$ cat config.mk
export PLATFORM = sky130hd
export DESIGN_NAME = ser_exposure_regs
export DESIGN_NICKNAME = d
export VERILOG_FILES = /design/src/ser_pkg.sv /design/src/ser_exposure_regs.sv
export SDC_FILE = /design/constraint.sdc
export NUM_CORES = 1
export LEC_CHECK = 0
export BUFFER_PORTS_ARGS = -buffer_cell sky130_fd_sc_hd__buf_2
export CORE_MARGIN = 2
export CORE_UTILIZATION = 61
export CTS_BUF_LIST = sky130_fd_sc_hd__clkbuf_8
export DETAILED_ROUTE_END_ITERATION = 8
export PLACE_DENSITY = 0.82
export SYNTH_ARGS = -nofsm -noshare
export SYNTH_HDL_FRONTEND = slang
export SYNTH_SLANG_ARGS = --single-unit
$ cat constraint.sdc
create_clock -name CLOCK -period 5 [get_ports CLOCK]
set_input_delay 0.25 -clock CLOCK [delete_from_list [all_inputs] [get_ports CLOCK]]
set_output_delay 0.25 -clock CLOCK [all_outputs]
set_load 0.005 [all_outputs]
$ cat src/ser_pkg.sv
// Constants, register layout and state types of the sensor exposure timing register bank
package ser_pkg;

   // ****************************************
   // Register offsets
   // ****************************************
   localparam int          SER_AW             = 4;
   localparam int          SER_DW             = 16;
   localparam logic [3:0]  SER_OFS_INTEG_CTRL = 4'h2;
   localparam logic [3:0]  SER_OFS_REGION     = 4'h4;
   localparam logic [3:0]  SER_OFS_DARK       = 4'h5;
   localparam logic [3:0]  SER_OFS_PAD        = 4'h6;
   localparam logic [3:0]  SER_OFS_PRESC      = 4'h7;
   localparam logic [3:0]  SER_OFS_PERIOD     = 4'h8;
   localparam logic [3:0]  SER_OFS_INTEG      = 4'h9;
   localparam logic [3:0]  SER_OFS_SPARE_A    = 4'ha;
   localparam logic [3:0]  SER_OFS_SPARE_B    = 4'hb;
   localparam logic [3:0]  SER_OFS_GAIN       = 4'hc;
   localparam logic [3:0]  SER_OFS_SYNC       = 4'he;

   // ****************************************
   // Reset values
   // ****************************************
   localparam logic [15:0] SER_INTEG_CTRL_RST = 16'h0004;
   localparam logic [15:0] SER_REGION_RST     = 16'h0000;
   localparam logic [15:0] SER_DARK_RST       = 16'h0102;
   localparam logic [15:0] SER_PAD_RST        = 16'h0000;
   localparam logic [15:0] SER_PRESC_RST      = 16'h0001;
   localparam logic [15:0] SER_PERIOD_RST     = 16'h0000;
   localparam logic [15:0] SER_INTEG_RST      = 16'h0000;
   localparam logic [15:0] SER_SPARE_RST      = 16'h0000;
   localparam logic [15:0] SER_GAIN_RST       = 16'h01e2;
   localparam logic [15:0] SER_SYNC_RST       = 16'h033f;
   localparam logic [15:0] SER_RDATA_UNMAPPED = 16'h0000;
   localparam logic [15:0] SER_ZERO           = 16'h0000;
   localparam logic [15:0] SER_ONE            = 16'h0001;

   // ****************************************
   // Field positions
   // ****************************************
   localparam int          SER_BIT_PERIOD_MODE = 2;
   localparam int          SER_BIT_GATE_FIRST  = 8;
   localparam int          SER_BIT_SYNC_DARK   = 1;
   localparam int          SER_BIT_SYNC_PAD    = 2;
   localparam int          SER_BIT_SYNC_EXP    = 3;
   localparam int          SER_REGION_LSB      = 7;
   localparam int          SER_REGION_MSB      = 15;
   localparam int          SER_DARK_MSB        = 7;
   localparam int          SER_PAD_MSB         = 11;
   localparam int          SER_GAIN_MSB        = 4;

   // ****************************************
   // Types
   // ****************************************
   typedef struct packed {
      logic [15:0] integ_ctrl;
      logic [15:0] region;
      logic [15:0] dark;
      logic [15:0] pad;
      logic [15:0] presc;
      logic [15:0] period;
      logic [15:0] integ;
      logic [15:0] spare_a;
      logic [15:0] spare_b;
      logic [15:0] gain;
      logic [15:0] sync;
   } ser_regs_t;

   typedef struct packed {
      logic [8:0]  region_en;
      logic [7:0]  dark_rows;
      logic        gate_first;
      logic [11:0] padding_rows;
      logic [15:0] exp_lines;
      logic [15:0] exp_ticks;
      logic [15:0] reset_len;
      logic [15:0] frame_len;
      logic [15:0] prescale;
      logic [4:0]  col_gain;
   } ser_timing_t;

   typedef struct packed {
      ser_regs_t   regs;
      logic [7:0]  act_dark;
      logic [11:0] act_pad;
      logic [15:0] act_period;
      logic [15:0] act_integ;
      logic [15:0] tick_cnt;
      logic        tick;
      logic        blank;
      logic [15:0] rdata;
      ser_timing_t out;
   } ser_state_t;

   localparam ser_regs_t SER_REGS_RST = '{
      integ_ctrl: SER_INTEG_CTRL_RST, region: SER_REGION_RST, dark: SER_DARK_RST,
      pad: SER_PAD_RST, presc: SER_PRESC_RST, period: SER_PERIOD_RST,
      integ: SER_INTEG_RST, spare_a: SER_SPARE_RST, spare_b: SER_SPARE_RST,
      gain: SER_GAIN_RST, sync: SER_SYNC_RST};

   localparam ser_timing_t SER_TIMING_RST = '{
      region_en: SER_REGION_RST[SER_REGION_MSB:SER_REGION_LSB],
      dark_rows: SER_DARK_RST[SER_DARK_MSB:0],
      gate_first: SER_DARK_RST[SER_BIT_GATE_FIRST],
      padding_rows: SER_PAD_RST[SER_PAD_MSB:0],
      exp_lines: SER_INTEG_RST, exp_ticks: SER_ZERO, reset_len: SER_ZERO,
      frame_len: SER_ZERO, prescale: SER_PRESC_RST,
      col_gain: SER_GAIN_RST[SER_GAIN_MSB:0]};

   localparam ser_state_t SER_STATE_RST = '{
      regs: SER_REGS_RST, act_dark: SER_DARK_RST[SER_DARK_MSB:0],
      act_pad: SER_PAD_RST[SER_PAD_MSB:0], act_period: SER_PERIOD_RST,
      act_integ: SER_INTEG_RST, tick_cnt: SER_ZERO, tick: 1'b0, blank: 1'b0,
      rdata: SER_ZERO, out: SER_TIMING_RST};

endpackage

$ cat src/ser_exposure_regs.sv
// Exposure timing register bank with frame-synchronous shadowing and tick prescaler
`timescale 1ns/1ps

module ser_exposure_regs
   import ser_pkg::*;
(
   input  wire logic              CLOCK,
   input  wire logic              RST_N,
   input  wire logic              WR_EN,
   input  wire logic              RD_EN,
   input  wire logic [SER_AW-1:0] ADDR,
   input  wire logic [SER_DW-1:0] WR_DATA,
   output logic      [SER_DW-1:0] RD_DATA,
   input  wire logic              FRAME_START,
   input  wire logic              FIRST_LINE,
   input  wire logic              SHUTTER_GLOBAL,
   output logic                   BLANK_LINE,
   output logic                   TICK,
   output ser_timing_t            CFG
);

   // ****************************************
   // State
   // ****************************************
   ser_state_t  st_q;
   ser_state_t  st_d;
   logic [15:0] tick_lim;
   logic        sync_dark;
   logic        sync_pad;
   logic        sync_exp;
   logic        period_is_frame;

   assign RD_DATA    = st_q.rdata;
   assign BLANK_LINE = st_q.blank;
   assign TICK       = st_q.tick;
   assign CFG        = st_q.out;

   // Sync bits act from the cycle after they are written
   assign sync_dark = st_q.regs.sync[SER_BIT_SYNC_DARK];
   assign sync_pad  = st_q.regs.sync[SER_BIT_SYNC_PAD];
   assign sync_exp  = st_q.regs.sync[SER_BIT_SYNC_EXP];

   // A prescaler of zero would never tick, so it counts as one
   assign tick_lim = (st_q.regs.presc == SER_ZERO) ? SER_ONE : st_q.regs.presc;

   // ****************************************
   // Next state
   // ****************************************
   always_comb
   begin
      st_d = st_q;
      period_is_frame = 1'b0;

      // Writes store all sixteen bits, unused ones included
      if (WR_EN)
      begin
         case (ADDR)
            SER_OFS_INTEG_CTRL: st_d.regs.integ_ctrl = WR_DATA;
            SER_OFS_REGION:     st_d.regs.region     = WR_DATA;
            SER_OFS_DARK:       st_d.regs.dark       = WR_DATA;
            SER_OFS_PAD:        st_d.regs.pad        = WR_DATA;
            SER_OFS_PRESC:      st_d.regs.presc      = WR_DATA;
            SER_OFS_PERIOD:     st_d.regs.period     = WR_DATA;
            SER_OFS_INTEG:      st_d.regs.integ      = WR_DATA;
            SER_OFS_SPARE_A:    st_d.regs.spare_a    = WR_DATA;
            SER_OFS_SPARE_B:    st_d.regs.spare_b    = WR_DATA;
            SER_OFS_GAIN:       st_d.regs.gain       = WR_DATA;
            SER_OFS_SYNC:       st_d.regs.sync       = WR_DATA;
            default:            st_d.regs            = st_q.regs;
         endcase
      end

      // Read data is registered and holds until the next read
      if (RD_EN)
      begin
         case (ADDR)
            SER_OFS_INTEG_CTRL: st_d.rdata = st_q.regs.integ_ctrl;
            SER_OFS_REGION:     st_d.rdata = st_q.regs.region;
            SER_OFS_DARK:       st_d.rdata = st_q.regs.dark;
            SER_OFS_PAD:        st_d.rdata = st_q.regs.pad;
            SER_OFS_PRESC:      st_d.rdata = st_q.regs.presc;
            SER_OFS_PERIOD:     st_d.rdata = st_q.regs.period;
            SER_OFS_INTEG:      st_d.rdata = st_q.regs.integ;
            SER_OFS_SPARE_A:    st_d.rdata = st_q.regs.spare_a;
            SER_OFS_SPARE_B:    st_d.rdata = st_q.regs.spare_b;
            SER_OFS_GAIN:       st_d.rdata = st_q.regs.gain;
            SER_OFS_SYNC:       st_d.rdata = st_q.regs.sync;
            default:            st_d.rdata = SER_RDATA_UNMAPPED;
         endcase
      end

      // Shadow copies take the value written in the same cycle as the frame start
      if (!sync_dark || FRAME_START)
      begin
         st_d.act_dark = st_d.regs.dark[SER_DARK_MSB:0];
      end
      if (!sync_pad || FRAME_START)
      begin
         st_d.act_pad = st_d.regs.pad[SER_PAD_MSB:0];
      end
      if (!sync_exp || FRAME_START)
      begin
         st_d.act_integ  = st_d.regs.integ;
         st_d.act_period = st_d.regs.period;
      end

      // Tick generator runs only in global shutter operation
      st_d.tick = 1'b0;
      if (SHUTTER_GLOBAL)
      begin
         if (st_q.tick_cnt >= tick_lim - SER_ONE)
         begin
            st_d.tick_cnt = SER_ZERO;
            st_d.tick     = 1'b1;
         end
         else
         begin
            st_d.tick_cnt = st_q.tick_cnt + SER_ONE;
         end
      end
      else
      begin
         st_d.tick_cnt = SER_ZERO;
      end

      st_d.blank = FIRST_LINE && st_q.regs.dark[SER_BIT_GATE_FIRST];

      // Timing view handed to the sequencer
      period_is_frame        = st_d.regs.integ_ctrl[SER_BIT_PERIOD_MODE];
      st_d.out.region_en     = st_d.regs.region[SER_REGION_MSB:SER_REGION_LSB];
      st_d.out.dark_rows     = st_d.act_dark;
      st_d.out.gate_first    = st_d.regs.dark[SER_BIT_GATE_FIRST];
      st_d.out.padding_rows  = SHUTTER_GLOBAL ? '0 : st_d.act_pad;
      st_d.out.exp_lines     = SHUTTER_GLOBAL ? SER_ZERO : st_d.act_integ;
      st_d.out.exp_ticks     = SHUTTER_GLOBAL ? st_d.act_integ : SER_ZERO;
      st_d.out.reset_len     = (SHUTTER_GLOBAL && !period_is_frame) ?
                               st_d.act_period : SER_ZERO;
      st_d.out.frame_len     = (SHUTTER_GLOBAL && period_is_frame) ?
                               st_d.act_period : SER_ZERO;
      st_d.out.prescale      = st_d.regs.presc;
      st_d.out.col_gain      = st_d.regs.gain[SER_GAIN_MSB:0];
   end

   // ****************************************
   // Registers
   // ****************************************
   always_ff @(posedge CLOCK)
   begin
      if (!RST_N)
      begin
         st_q <= SER_STATE_RST;
      end
      else
      begin
         st_q <= st_d;
      end
   end

   // ****************************************
   // Assertions
   // ****************************************
   property p_region_write;
      @(posedge CLOCK) disable iff (!RST_N)
      (WR_EN && ADDR == SER_OFS_REGION) |=>
         (CFG.region_en == $past(WR_DATA[SER_REGION_MSB:SER_REGION_LSB]));
   endproperty
   a_region_write: assert property (p_region_write) else $error("region enables wrong");

   property p_region_reset;
      @(posedge CLOCK)
      (!RST_N) |=> (CFG.region_en == '0 && CFG.dark_rows == SER_DARK_RST[SER_DARK_MSB:0]);
   endproperty
   a_region_reset: assert property (p_region_reset) else $error("reset fields wrong");

   property p_blank_line;
      @(posedge CLOCK) disable iff (!RST_N)
      (FIRST_LINE && !WR_EN) ##1 (!WR_EN) |->
         (BLANK_LINE == st_q.regs.dark[SER_BIT_GATE_FIRST]);
   endproperty
   a_blank_line: assert property (p_blank_line) else $error("first line gating wrong");

   property p_pad_global;
      @(posedge CLOCK) disable iff (!RST_N)
      SHUTTER_GLOBAL |=> (CFG.padding_rows == '0);
   endproperty
   a_pad_global: assert property (p_pad_global) else $error("padding used in global");

   property p_tick_spacing;
      @(posedge CLOCK) disable iff (!RST_N)
      (TICK && SHUTTER_GLOBAL && st_q.regs.presc == 16'h0003 && !WR_EN)
         ##1 (SHUTTER_GLOBAL && !WR_EN && st_q.regs.presc == 16'h0003) [*3]
         |-> (TICK && !$past(TICK) && !$past(TICK, 2));
   endproperty
   a_tick_spacing: assert property (p_tick_spacing) else $error("tick period wrong");

   property p_period_reset_len;
      @(posedge CLOCK) disable iff (!RST_N)
      (SHUTTER_GLOBAL && !st_d.regs.integ_ctrl[SER_BIT_PERIOD_MODE]) |=>
         (CFG.frame_len == SER_ZERO && CFG.reset_len == st_q.act_period);
   endproperty
   a_period_reset_len: assert property (p_period_reset_len) else $error("reset length wrong");

   property p_exp_rolling;
      @(posedge CLOCK) disable iff (!RST_N)
      (!SHUTTER_GLOBAL) |=> (CFG.exp_ticks == SER_ZERO && CFG.exp_lines == st_q.act_integ);
   endproperty
   a_exp_rolling: assert property (p_exp_rolling) else $error("exposure units wrong");

   property p_mode_reset;
      @(posedge CLOCK)
      (!RST_N) |=> (st_q.regs.integ_ctrl[SER_BIT_PERIOD_MODE] && TICK == 1'b0);
   endproperty
   a_mode_reset: assert property (p_mode_reset) else $error("period mode reset wrong");

   property p_pad_hold;
      @(posedge CLOCK) disable iff (!RST_N)
      (sync_pad && !FRAME_START) |=> (st_q.act_pad == $past(st_q.act_pad));
   endproperty
   a_pad_hold: assert property (p_pad_hold) else $error("padding applied mid frame");

   property p_exp_direct;
      @(posedge CLOCK) disable iff (!RST_N)
      (!sync_exp && WR_EN && ADDR == SER_OFS_INTEG) |=> (st_q.act_integ == $past(WR_DATA));
   endproperty
   a_exp_direct: assert property (p_exp_direct) else $error("unsynced exposure late");

   property p_spare_readback;
      @(posedge CLOCK) disable iff (!RST_N)
      (WR_EN && ADDR == SER_OFS_SPARE_A) ##1 (!WR_EN) ##1
         (RD_EN && !WR_EN && ADDR == SER_OFS_SPARE_A) |=> (RD_DATA == $past(WR_DATA, 3));
   endproperty
   a_spare_readback: assert property (p_spare_readback) else $error("spare readback wrong");

   property p_dark_direct;
      @(posedge CLOCK) disable iff (!RST_N)
      (!sync_dark && WR_EN && ADDR == SER_OFS_DARK) |=>
         (CFG.dark_rows == $past(WR_DATA[SER_DARK_MSB:0]));
   endproperty
   a_dark_direct: assert property (p_dark_direct) else $error("unsynced dark count late");

   property p_gate_follow;
      @(posedge CLOCK) disable iff (!RST_N)
      (WR_EN && ADDR == SER_OFS_DARK) |=>
         (CFG.gate_first == $past(WR_DATA[SER_BIT_GATE_FIRST]));
   endproperty
   a_gate_follow: assert property (p_gate_follow) else $error("gating bit not stored");

   property p_pad_rolling;
      @(posedge CLOCK) disable iff (!RST_N)
      (!SHUTTER_GLOBAL) |=> (CFG.padding_rows == st_q.act_pad);
   endproperty
   a_pad_rolling: assert property (p_pad_rolling) else $error("padding lost in rolling");

   property p_tick_rolling;
      @(posedge CLOCK) disable iff (!RST_N)
      (!SHUTTER_GLOBAL) |=> (!TICK);
   endproperty
   a_tick_rolling: assert property (p_tick_rolling) else $error("tick in rolling shutter");

   property p_prescale_write;
      @(posedge CLOCK) disable iff (!RST_N)
      (WR_EN && ADDR == SER_OFS_PRESC) |=>
         (CFG.prescale == $past(WR_DATA));
   endproperty
   a_prescale_write: assert property (p_prescale_write) else $error("prescale not stored");

   property p_period_frame_len;
      @(posedge CLOCK) disable iff (!RST_N)
      (SHUTTER_GLOBAL && st_d.regs.integ_ctrl[SER_BIT_PERIOD_MODE]) |=>
         (CFG.reset_len == SER_ZERO && CFG.frame_len == st_q.act_period);
   endproperty
   a_period_frame_len: assert property (p_period_frame_len) else $error("frame length wrong");

   property p_exp_global;
      @(posedge CLOCK) disable iff (!RST_N)
      SHUTTER_GLOBAL |=> (CFG.exp_lines == SER_ZERO && CFG.exp_ticks == st_q.act_integ);
   endproperty
   a_exp_global: assert property (p_exp_global) else $error("global exposure units wrong");

   property p_exp_hold;
      @(posedge CLOCK) disable iff (!RST_N)
      (sync_exp && !FRAME_START) |=>
         (st_q.act_integ == $past(st_q.act_integ) && st_q.act_period == $past(st_q.act_period));
   endproperty
   a_exp_hold: assert property (p_exp_hold) else $error("exposure applied mid frame");

   property p_pad_direct;
      @(posedge CLOCK) disable iff (!RST_N)
      (!sync_pad && WR_EN && ADDR == SER_OFS_PAD) |=>
         (st_q.act_pad == $past(WR_DATA[SER_PAD_MSB:0]));
   endproperty
   a_pad_direct: assert property (p_pad_direct) else $error("unsynced padding late");

endmodule

### Word-level counts from Yosys, hierarchy flattened

Cells that the tools add are included.
Widths: inputs -> output; s select.

* add/sub/neg operators: 2
* $lt $le $gt $ge: 1
* eq/ne operators: 11
* multiplexer cells: 18
* bitwise gates (word level): 2
* reductions and logical operators: 25

Operator list (count)
* $mux 16: 11
* $pmux 16 s11: 1
* $mux 163: 1
* $mux 32: 1
* $eq 4x4->1 const B: 6
* $reduce_and 2->1: 12
* $add 16x1->16 const B: 1
* $eq 4x3->1 const B: 4
* $ge 16x16->1: 1
* $logic_not 16->1: 1
* $sub 16x1->16 const B: 1
* $mux 12: 1
* $mux 8: 1
* $eq 4x2->1 const B: 1
* $logic_not 1->1: 4
* $logic_and 1x1->1: 3
* $logic_or 1x1->1: 3
* $mux 3: 1
* $reduce_or 3->1: 1
* $not 1->1: 2
* $reduce_or 2->1: 1
* $mux 1: 1

* bits in registers: 339
* input bits: 27
* logic and storage cells: 89

### Depth between registers and ports, before layout

Gate-level depths: netlist (run 1).

* word-level depth: 6
* depth in mapped cells: 17

### Least setup slack after synthesis (run 1)

No wires, ideal clock.

* kind: reg-to-reg
* start: reg, netlist name CFG[10]
* end: reg st_q[140] (netlist name)
* setup time: 0.132 ns
* arrival: 3.422 ns
* data required time: 4.868 ns
* slack: 1.446 ns
* stages on the path, launching flop included: 17
* path buffers: 2
* period minus slack after synthesis: 3.554 ns
* path through: dfxtp_1 > clkbuf_1 > nor4_2 > nand4b_1 > nor2_1 > a21oi_1 > ha_1 > or4b_1 > nand2b_1 > nor2_1 > xnor2_1 > ha_1 > and4_1 > nand2_1 > a2111oi_4 > clkbuf_1 > nor4_1

RTL lines
* to (signal assigned): line ser_exposure_regs.sv:155 `st_q <= st_d;`
* to (decl): line ser_exposure_regs.sv:25 `ser_state_t st_q;`

==> results of run 1 <==
## worst min path at each step
| stage | startpoint | end | depth (start not counted) |
|---|---|---|---|
| floorplan | SHUTTER_GLOBAL | CFG[69] | 1 |
| global placement | st_q[227] | st_q[227] | 2 |
| detailed placement | st_q[233] | st_q[233] | 2 |
| CTS | WR_DATA[0] | st_q[233] | 3 |
| global route | WR_DATA[5] | st_q[254] | 3 |
| finish | WR_DATA[5] | st_q[254] | 3 |
## layout by cell type (no fill, tap or decap), drive strengths merged, types with 32 or more instances in the layout
| cell type | n |
|---|---|
| dfxtp | 338 |
| nand2 | 219 |
| buf | 176 |
| a21oi | 125 |
| nor2 | 113 |
| o21ai | 70 |
| clkbuf | 69 |
| nand3 | 69 |
| and2 | 68 |
| mux2i | 62 |
| a31oi | 49 |
| nor2b | 39 |
| inv | 32 |
## through the flow
step | cell area (um2) | power (uW) | utilization | hold WS [ps] | cells
2_1_floorplan | 15000 | 3160 | - | 322 | 1701
3_3_place_gp | 14700 | 3260 | 0.606 | 438 | 1938
3_5_place_dp | 14700 | 3260 | 0.606 | 447 | 1938
4_1_cts | 15800 | 5640 | 0.653 | 48.3 | 2036
5_1_grt | 15800 | 5820 | 0.653 | 57.7 | 2036
6_report | 15800 | 5640 | 0.653 | 79.9 | 2036
## critical path: cells and delay by family (launching register included)
kind	cells	cell delay, ps
and+or+nand+nor	8	1900
AOI/OAI and AO/OA	3	1020
adders and majority gates	2	550
DFF	1	390
xor gates and xnor gates	1	120
## repair_timing
action / in CTS / in global routing
hold buffers: 1 / 0
hold endpoints to repair: 1 / 0
resized for setup: 0 / 0
## routing by layer
layer | GRT usage | share of wire
met5 | 0 | 0
met4 | 0.196 | 0.067
met3 | 0.0907 | 0.12
met2 | 0.503 | 0.44
met1 | 0.405 | 0.37
## registers in the layout, indices dropped and copies added, names as in the netlist
| register | count |
|---|---|
| st_q | 220 |
| CFG | 100 |
| RD_DATA | 16 |
| BLANK_LINE | 1 |
| TICK | 1 |
## cells by family (layout without fill, tap and decap cells)
family	after synthesis	in the layout	share of synthesized area
XOR/XNOR	25	25	0.0146
AO/OA/AOI/OAI	367	367	0.157
AND/OR/NAND/NOR	599	599	0.196
buffers and inverters	276	287	0.111
flip-flops	338	338	0.451
multiplexers	78	78	0.0549
adder cells (fa/ha/maj)	18	18	0.0150
## cell type report
class | instances | area, um2
Inverter | 13 | 51.3
Timing Repair Buffer | 177 | 933
Clock inverter | 28 | 180
Tap cell | 324 | 405
Multi-Input combinational cell | 1087 | 6560
Clock buffer | 69 | 950
Sequential cell | 338 | 6770
Fill cell | 2018 | 8400
## power by group
group	leakage, uW	total (uW)	internal [uW]	switching (uW)
Sequential	0.00274	2790	2760	30.9
Clock	0.000651	2420	1340	1080
Combinational	0.00314	431	128	304
Total	0.00653	5640	4230	1410
==> flow_metrics.py, run 1 <==
metrics = {
    "run_status": {
        "status": "completed",
    },
    "drt": {
        "antenna_left": 0,
        "drt-initial-drc-count": 1512,
        "post_drt_via_cell_ratio": 6.13,
        "firstDrtPassIters": 7,
        "wl_per_cell_um": 21.2,
        "via_count": 12500,
        "wl_um": 43100,
        "drc_errors": 0,
    },
    "layout": {
        "drive_gt1_frac": 0.173,
        "area_delta_synth_final_pct": 5.71,
        "layout.nets": 1714,
        "diodes": 0,
    },
    "critical_path": {
        "cp-startpoint": "CFG[14]",
        "path_class": "reg2reg",
        "r2r_start": "CFG[14]",
        "path_cells": "nor4_1 > nand4b_1 > nor2_1 > a21oi_1 > ha_1 > or4b_1 > nand2b_1 > nor2_1 > xnor2_1 > ha_1 > and4_1 > nand2_1 > a2111oi_4 > a2111oi_0",
        "worstSetupEndpointType": "flop",
        "crit_arrival_ps": 4590,
        "r2r_end": "st_q[148]",
        "rr_worst_depth": 14,
        "critPathLaunchType": "flop",
        "crit_path_max_fanout": 17,
        "cp.required_ps": 5430,
        "crit_slowest_cell": "a2111oi_4",
        "r2r_slack_ps": 840,
        "cpPeakStageDelay_ps": 760,
        "critical_path.endpoint": "st_q[148]",
    },
    "timing": {
        "slew_headroom": 0.208,
        "slew_viol_final": 0,
        "setup_ws_ps": 840,
        "finalSetupViolCount": 0,
        "finClkSkew_ps": 11.1,
        "fin_crit_sh": 0.832,
        "hold_viol": 0,
        "tns_ps": 0,
        "max_freq_ghz": 0.240,
        "worst_slew_pin_slew_ps": 1190,
        "finalCriticalPeriod_ps": 4160,
        "rsz0062_at_grt": "false",
    },
    "cts": {
        "clkTransAtPathRegs_ps": 70,
        "cts_setup_buffers": 0,
        "numCtsBuffers": 52,
        "htree_levels": 2,
        "cts_sinks": 338,
        "clock_latency_ps": 590,
        "cts_tree": "built",
        "clock_tree.root_cell": "clkbuf_8",
        "cts.path.max_buffers": 3,
    },
    "place": {
        "dp_worst_setup_slack_ps": 854,
        "numPortBuffers": 159,
        "place_congestion": 0.993,
        "place_hpwl_um": 29000,
    },
    "synthesis": {
        "post-synth-top-area-cell": "dfxtp_1",
        "synth_top_area_share": 0.451,
        "synth.most_common_cell": "dfxtp_1",
        "syn_area_mm2": 0.0150,
        "synth_area_leaders": "dfxtp_1 (45%), buf_4 (7.3%), nand2_1 (5.5%)",
        "synthArstFlopShare": 0,
        "netlist_top_cells_count": "dfxtp_1 (338), nand2_1 (219), buf_4 (146)",
        "avgSynthCellArea_um2": 8.81,
        "syn_inst": 1701,
        "ys_warn_count": 0,
        "synth_edf_count": 0,
        "synth_fp_nets": 1746,
        "seq_area_frac_synth": 0.451,
        "ys_types": 85,
        "synth_flop_cell": "dfxtp_1",
        "ys_ff_latch": 338,
    },
    "pwr": {
        "leakagePower_uw": 0.00653,
        "p_per_area_mw_per_mm2": 356,
        "peakVddDrop_mv": 0.200,
    },
    "grt": {
        "antenna_found_initial": 1,
        "overflow": 0,
        "grt_pass1_vias": 11300,
        "grt_pass1_wl_um": 65700,
        "grt_max_degree": 73,
        "grtUsageTotal": 0.325,
    },
    "floorplanning": {
        "ioPinCount": 160,
        "die_w_um": 161,
        "core_area_mm2": 0.0242,
        "die_area_mm2": 0.0258,
        "die_h_um": 161,
        "initial_core_util": 0.618,
        "fp-row-count": 57,
    },
    "run": {
        "max_cap_viol_count": 0,
    },
    "worst_hold_path": {
        "hp-class": "in2reg",
    },
}
Power figures use the tool's default switching activity.
==> run 2, diff against run 1 <==
--- a/config.mk
+++ b/config.mk
@@ -5,6 +5,7 @@
 export SDC_FILE = /design/constraint.sdc
 export NUM_CORES = 1
 export LEC_CHECK = 0
+export ABC_AREA = 1
 export BUFFER_PORTS_ARGS = -buffer_cell sky130_fd_sc_hd__buf_2
 export CORE_MARGIN = 2
 export CORE_UTILIZATION = 61
==> constraint.sdc (replaced) <==
create_clock -name CLOCK -period 4.1 [get_ports CLOCK]
set_input_delay 0.205 -clock CLOCK [delete_from_list [all_inputs] [get_ports CLOCK]]
set_output_delay 0.205 -clock CLOCK [all_outputs]
set_load 0.005 [all_outputs]
==> flow_metrics.py, run 2 <==
metrics = {
    "critical_path": {
        "cpPeakStageDelay_ps": 470,
        "r2r_slack_ps": 760,
        "cp_top_family": "simple AND/OR/NAND/NOR gates",
        "cpMostUsedCell": "nand2_1",
        "path_class": "reg2reg",
        "crit_path_max_fanout": 16,
        "critPathLaunchType": "flop",
        "crit_arrival_ps": 3840,
        "path_buf_inv": 1,
        "cp.required_ps": 4600,
        "path_cells": "nor2_1 > nand2_1 > nor3_1 > nand2_1 > nand2_1 > inv_1 > ha_1 > nand2_1 > nor2_1 > nand2_1 > xor2_1 > ha_1 > nand2_1 > o21bai_1 > a21oi_1 > nor2_1 > nand3_1 > nor2_1",
        "worstSetupEndpointType": "flop",
        "crit_slowest_cell": "dfxtp_1",
    },
    "layout": {
        "finalNonFillerCells": 2370,
        "area_delta_synth_final_pct": 6.90,
        "layout_commonest_cell": "nand2_1",
        "diodes": 0,
        "largest_register_ffs": 220,
        "layout.nets": 2060,
        "layout_common_cells": "nand2_1 (340), dfxtp_1 (338), nor2_1 (285)",
        "drive_gt1_frac": 0.142,
        "regMostFlops": "st_q",
    },
    "floorplanning": {
        "ioPinCount": 160,
        "fp-row-count": 56,
        "die_w_um": 160,
        "core_area_mm2": 0.0236,
        "initial_core_util": 0.626,
        "die_area_mm2": 0.0255,
        "die_h_um": 160,
    },
    "grt": {
        "grt_max_degree": 70,
        "grt_pass1_wl_um": 64400,
        "grtUsageTotal": 0.317,
        "antenna_found_initial": 0,
        "grt_pass1_vias": 12100,
        "overflow": 0,
    },
    "pwr": {
        "peakVddDrop_mv": 0.274,
        "leakagePower_uw": 0.00753,
        "p_per_area_mw_per_mm2": 427,
    },
    "cts": {
        "numCtsBuffers": 53,
        "htree_levels": 2,
        "cts.path.max_buffers": 3,
        "cts_setup_buffers": 0,
        "clock_latency_ps": 600,
        "clkTransAtPathRegs_ps": 60,
        "clock_tree.root_cell": "clkbuf_8",
        "cts_tree": "built",
        "cts_sinks": 338,
    },
    "synthesis": {
        "seq_area_frac_synth": 0.458,
        "syn_area_mm2": 0.0148,
        "synth_flop_cell": "dfxtp_1",
        "synth_fp_nets": 2069,
        "syn_inst": 2024,
        "post-synth-top-area-cell": "dfxtp_1",
        "avgSynthCellArea_um2": 7.30,
        "synth_top_area_share": 0.458,
        "ys_warn_count": 0,
        "synth_area_leaders": "dfxtp_1 (46%), nand2_1 (8.7%), nand3_1 (7.8%)",
        "netlist_top_cells_count": "nand2_1 (341), dfxtp_1 (338), nor2_1 (288)",
        "ys_types": 27,
        "synth.most_common_cell": "nand2_1",
        "synthArstFlopShare": 0,
        "synth_edf_count": 0,
        "ys_ff_latch": 338,
    },
    "timing": {
        "slew_viol_final": 0,
        "slew_headroom": 0.296,
        "finalCriticalPeriod_ps": 3340,
        "hold_viol": 0,
        "worst_slew_pin_slew_ps": 1050,
        "max_freq_ghz": 0.300,
        "rsz0062_at_grt": "false",
        "fin_crit_sh": 0.814,
        "tns_ps": 0,
        "finClkSkew_ps": 31.5,
        "finalSetupViolCount": 0,
    },
    "drt": {
        "drt-initial-drc-count": 1724,
        "wl_um": 41300,
        "firstDrtPassIters": 6,
        "wl_per_cell_um": 17.4,
        "via_count": 13000,
        "antenna_left": 0,
        "drc_errors": 0,
        "post_drt_via_cell_ratio": 5.49,
    },
    "worst_hold_path": {
        "hp-class": "in2reg",
    },
    "place": {
        "place_hpwl_um": 28100,
        "dp_cells": 2271,
        "numPortBuffers": 159,
        "place_congestion": 0.997,
    },
    "run": {
        "max_cap_viol_count": 0,
    },
    "run_status": {
        "status": "completed",
    },
}
## run 2: final timing paths
check             startpoint   endpoint  cells after the start
setup / recovery     CFG[15]  st_q[147]                     18
hold / removal    WR_DATA[5]  st_q[238]                      3
setup reg to reg     CFG[15]  st_q[147]                     18
hold reg to reg    st_q[260]  st_q[260]                      2
## run 2: cells by family after synthesis
logic type | count (synthesis) | synth area share
and+or+nand+nor | 910 | 0.259
buffers and inverters | 427 | 0.145
DFF | 338 | 0.458
AOI/OAI and AO/OA | 305 | 0.107
xor gates and xnor gates | 26 | 0.0154
adders and majority gates | 18 | 0.0152
## run 2: through the flow
step	setup WS (ps)	util	cell area, um2	hold slack [ps]	power (uW)
6_report	762	0.669	15800	23.5	6740
5_1_grt	343	0.669	15800	19.3	6980
4_1_cts	800	0.669	15800	1.30	6750
3_5_place_dp	835	0.621	14700	431	4000
3_3_place_gp	912	0.621	14700	429	3980
2_1_floorplan	1280	-	14800	277	3860
## run 2: layer usage
layer  track usage  up-vias  routed length (um)  share of wire
li1              -     6283                   -              -
met1         0.423     5914               16700           0.41
met2         0.492      668               18000           0.44
met3        0.0513      156                4120           0.10
met4         0.175        0                2420          0.059
met5             0        -                   0              0
## run 2: layout make-up
cell class	instances	area (um2)
fill	2074	7820
sequential	338	6770
multi-input combinational	1259	5880
timing repair buffer	184	1020
clock buffer	66	908
inverter	179	673
tap	319	399
clock inverter	25	141
## run 2: tightest hold or removal path, stage by stage
cell	delay, ps
buf_2	150
o21ai_0	160
a21oi_1	50
## run 2: power by group
group	leakage, uW	switching (uW)	internal, uW
Clock	0.000607	1290	1500
Combinational	0.00418	377	156
Sequential	0.00275	37.6	3380
Total	0.00753	1700	5040
## run 2: repair_timing
action                    CTS  global route
hold endpoints to repair   22             0
gates resized for setup     0             0
hold buffers                8             0
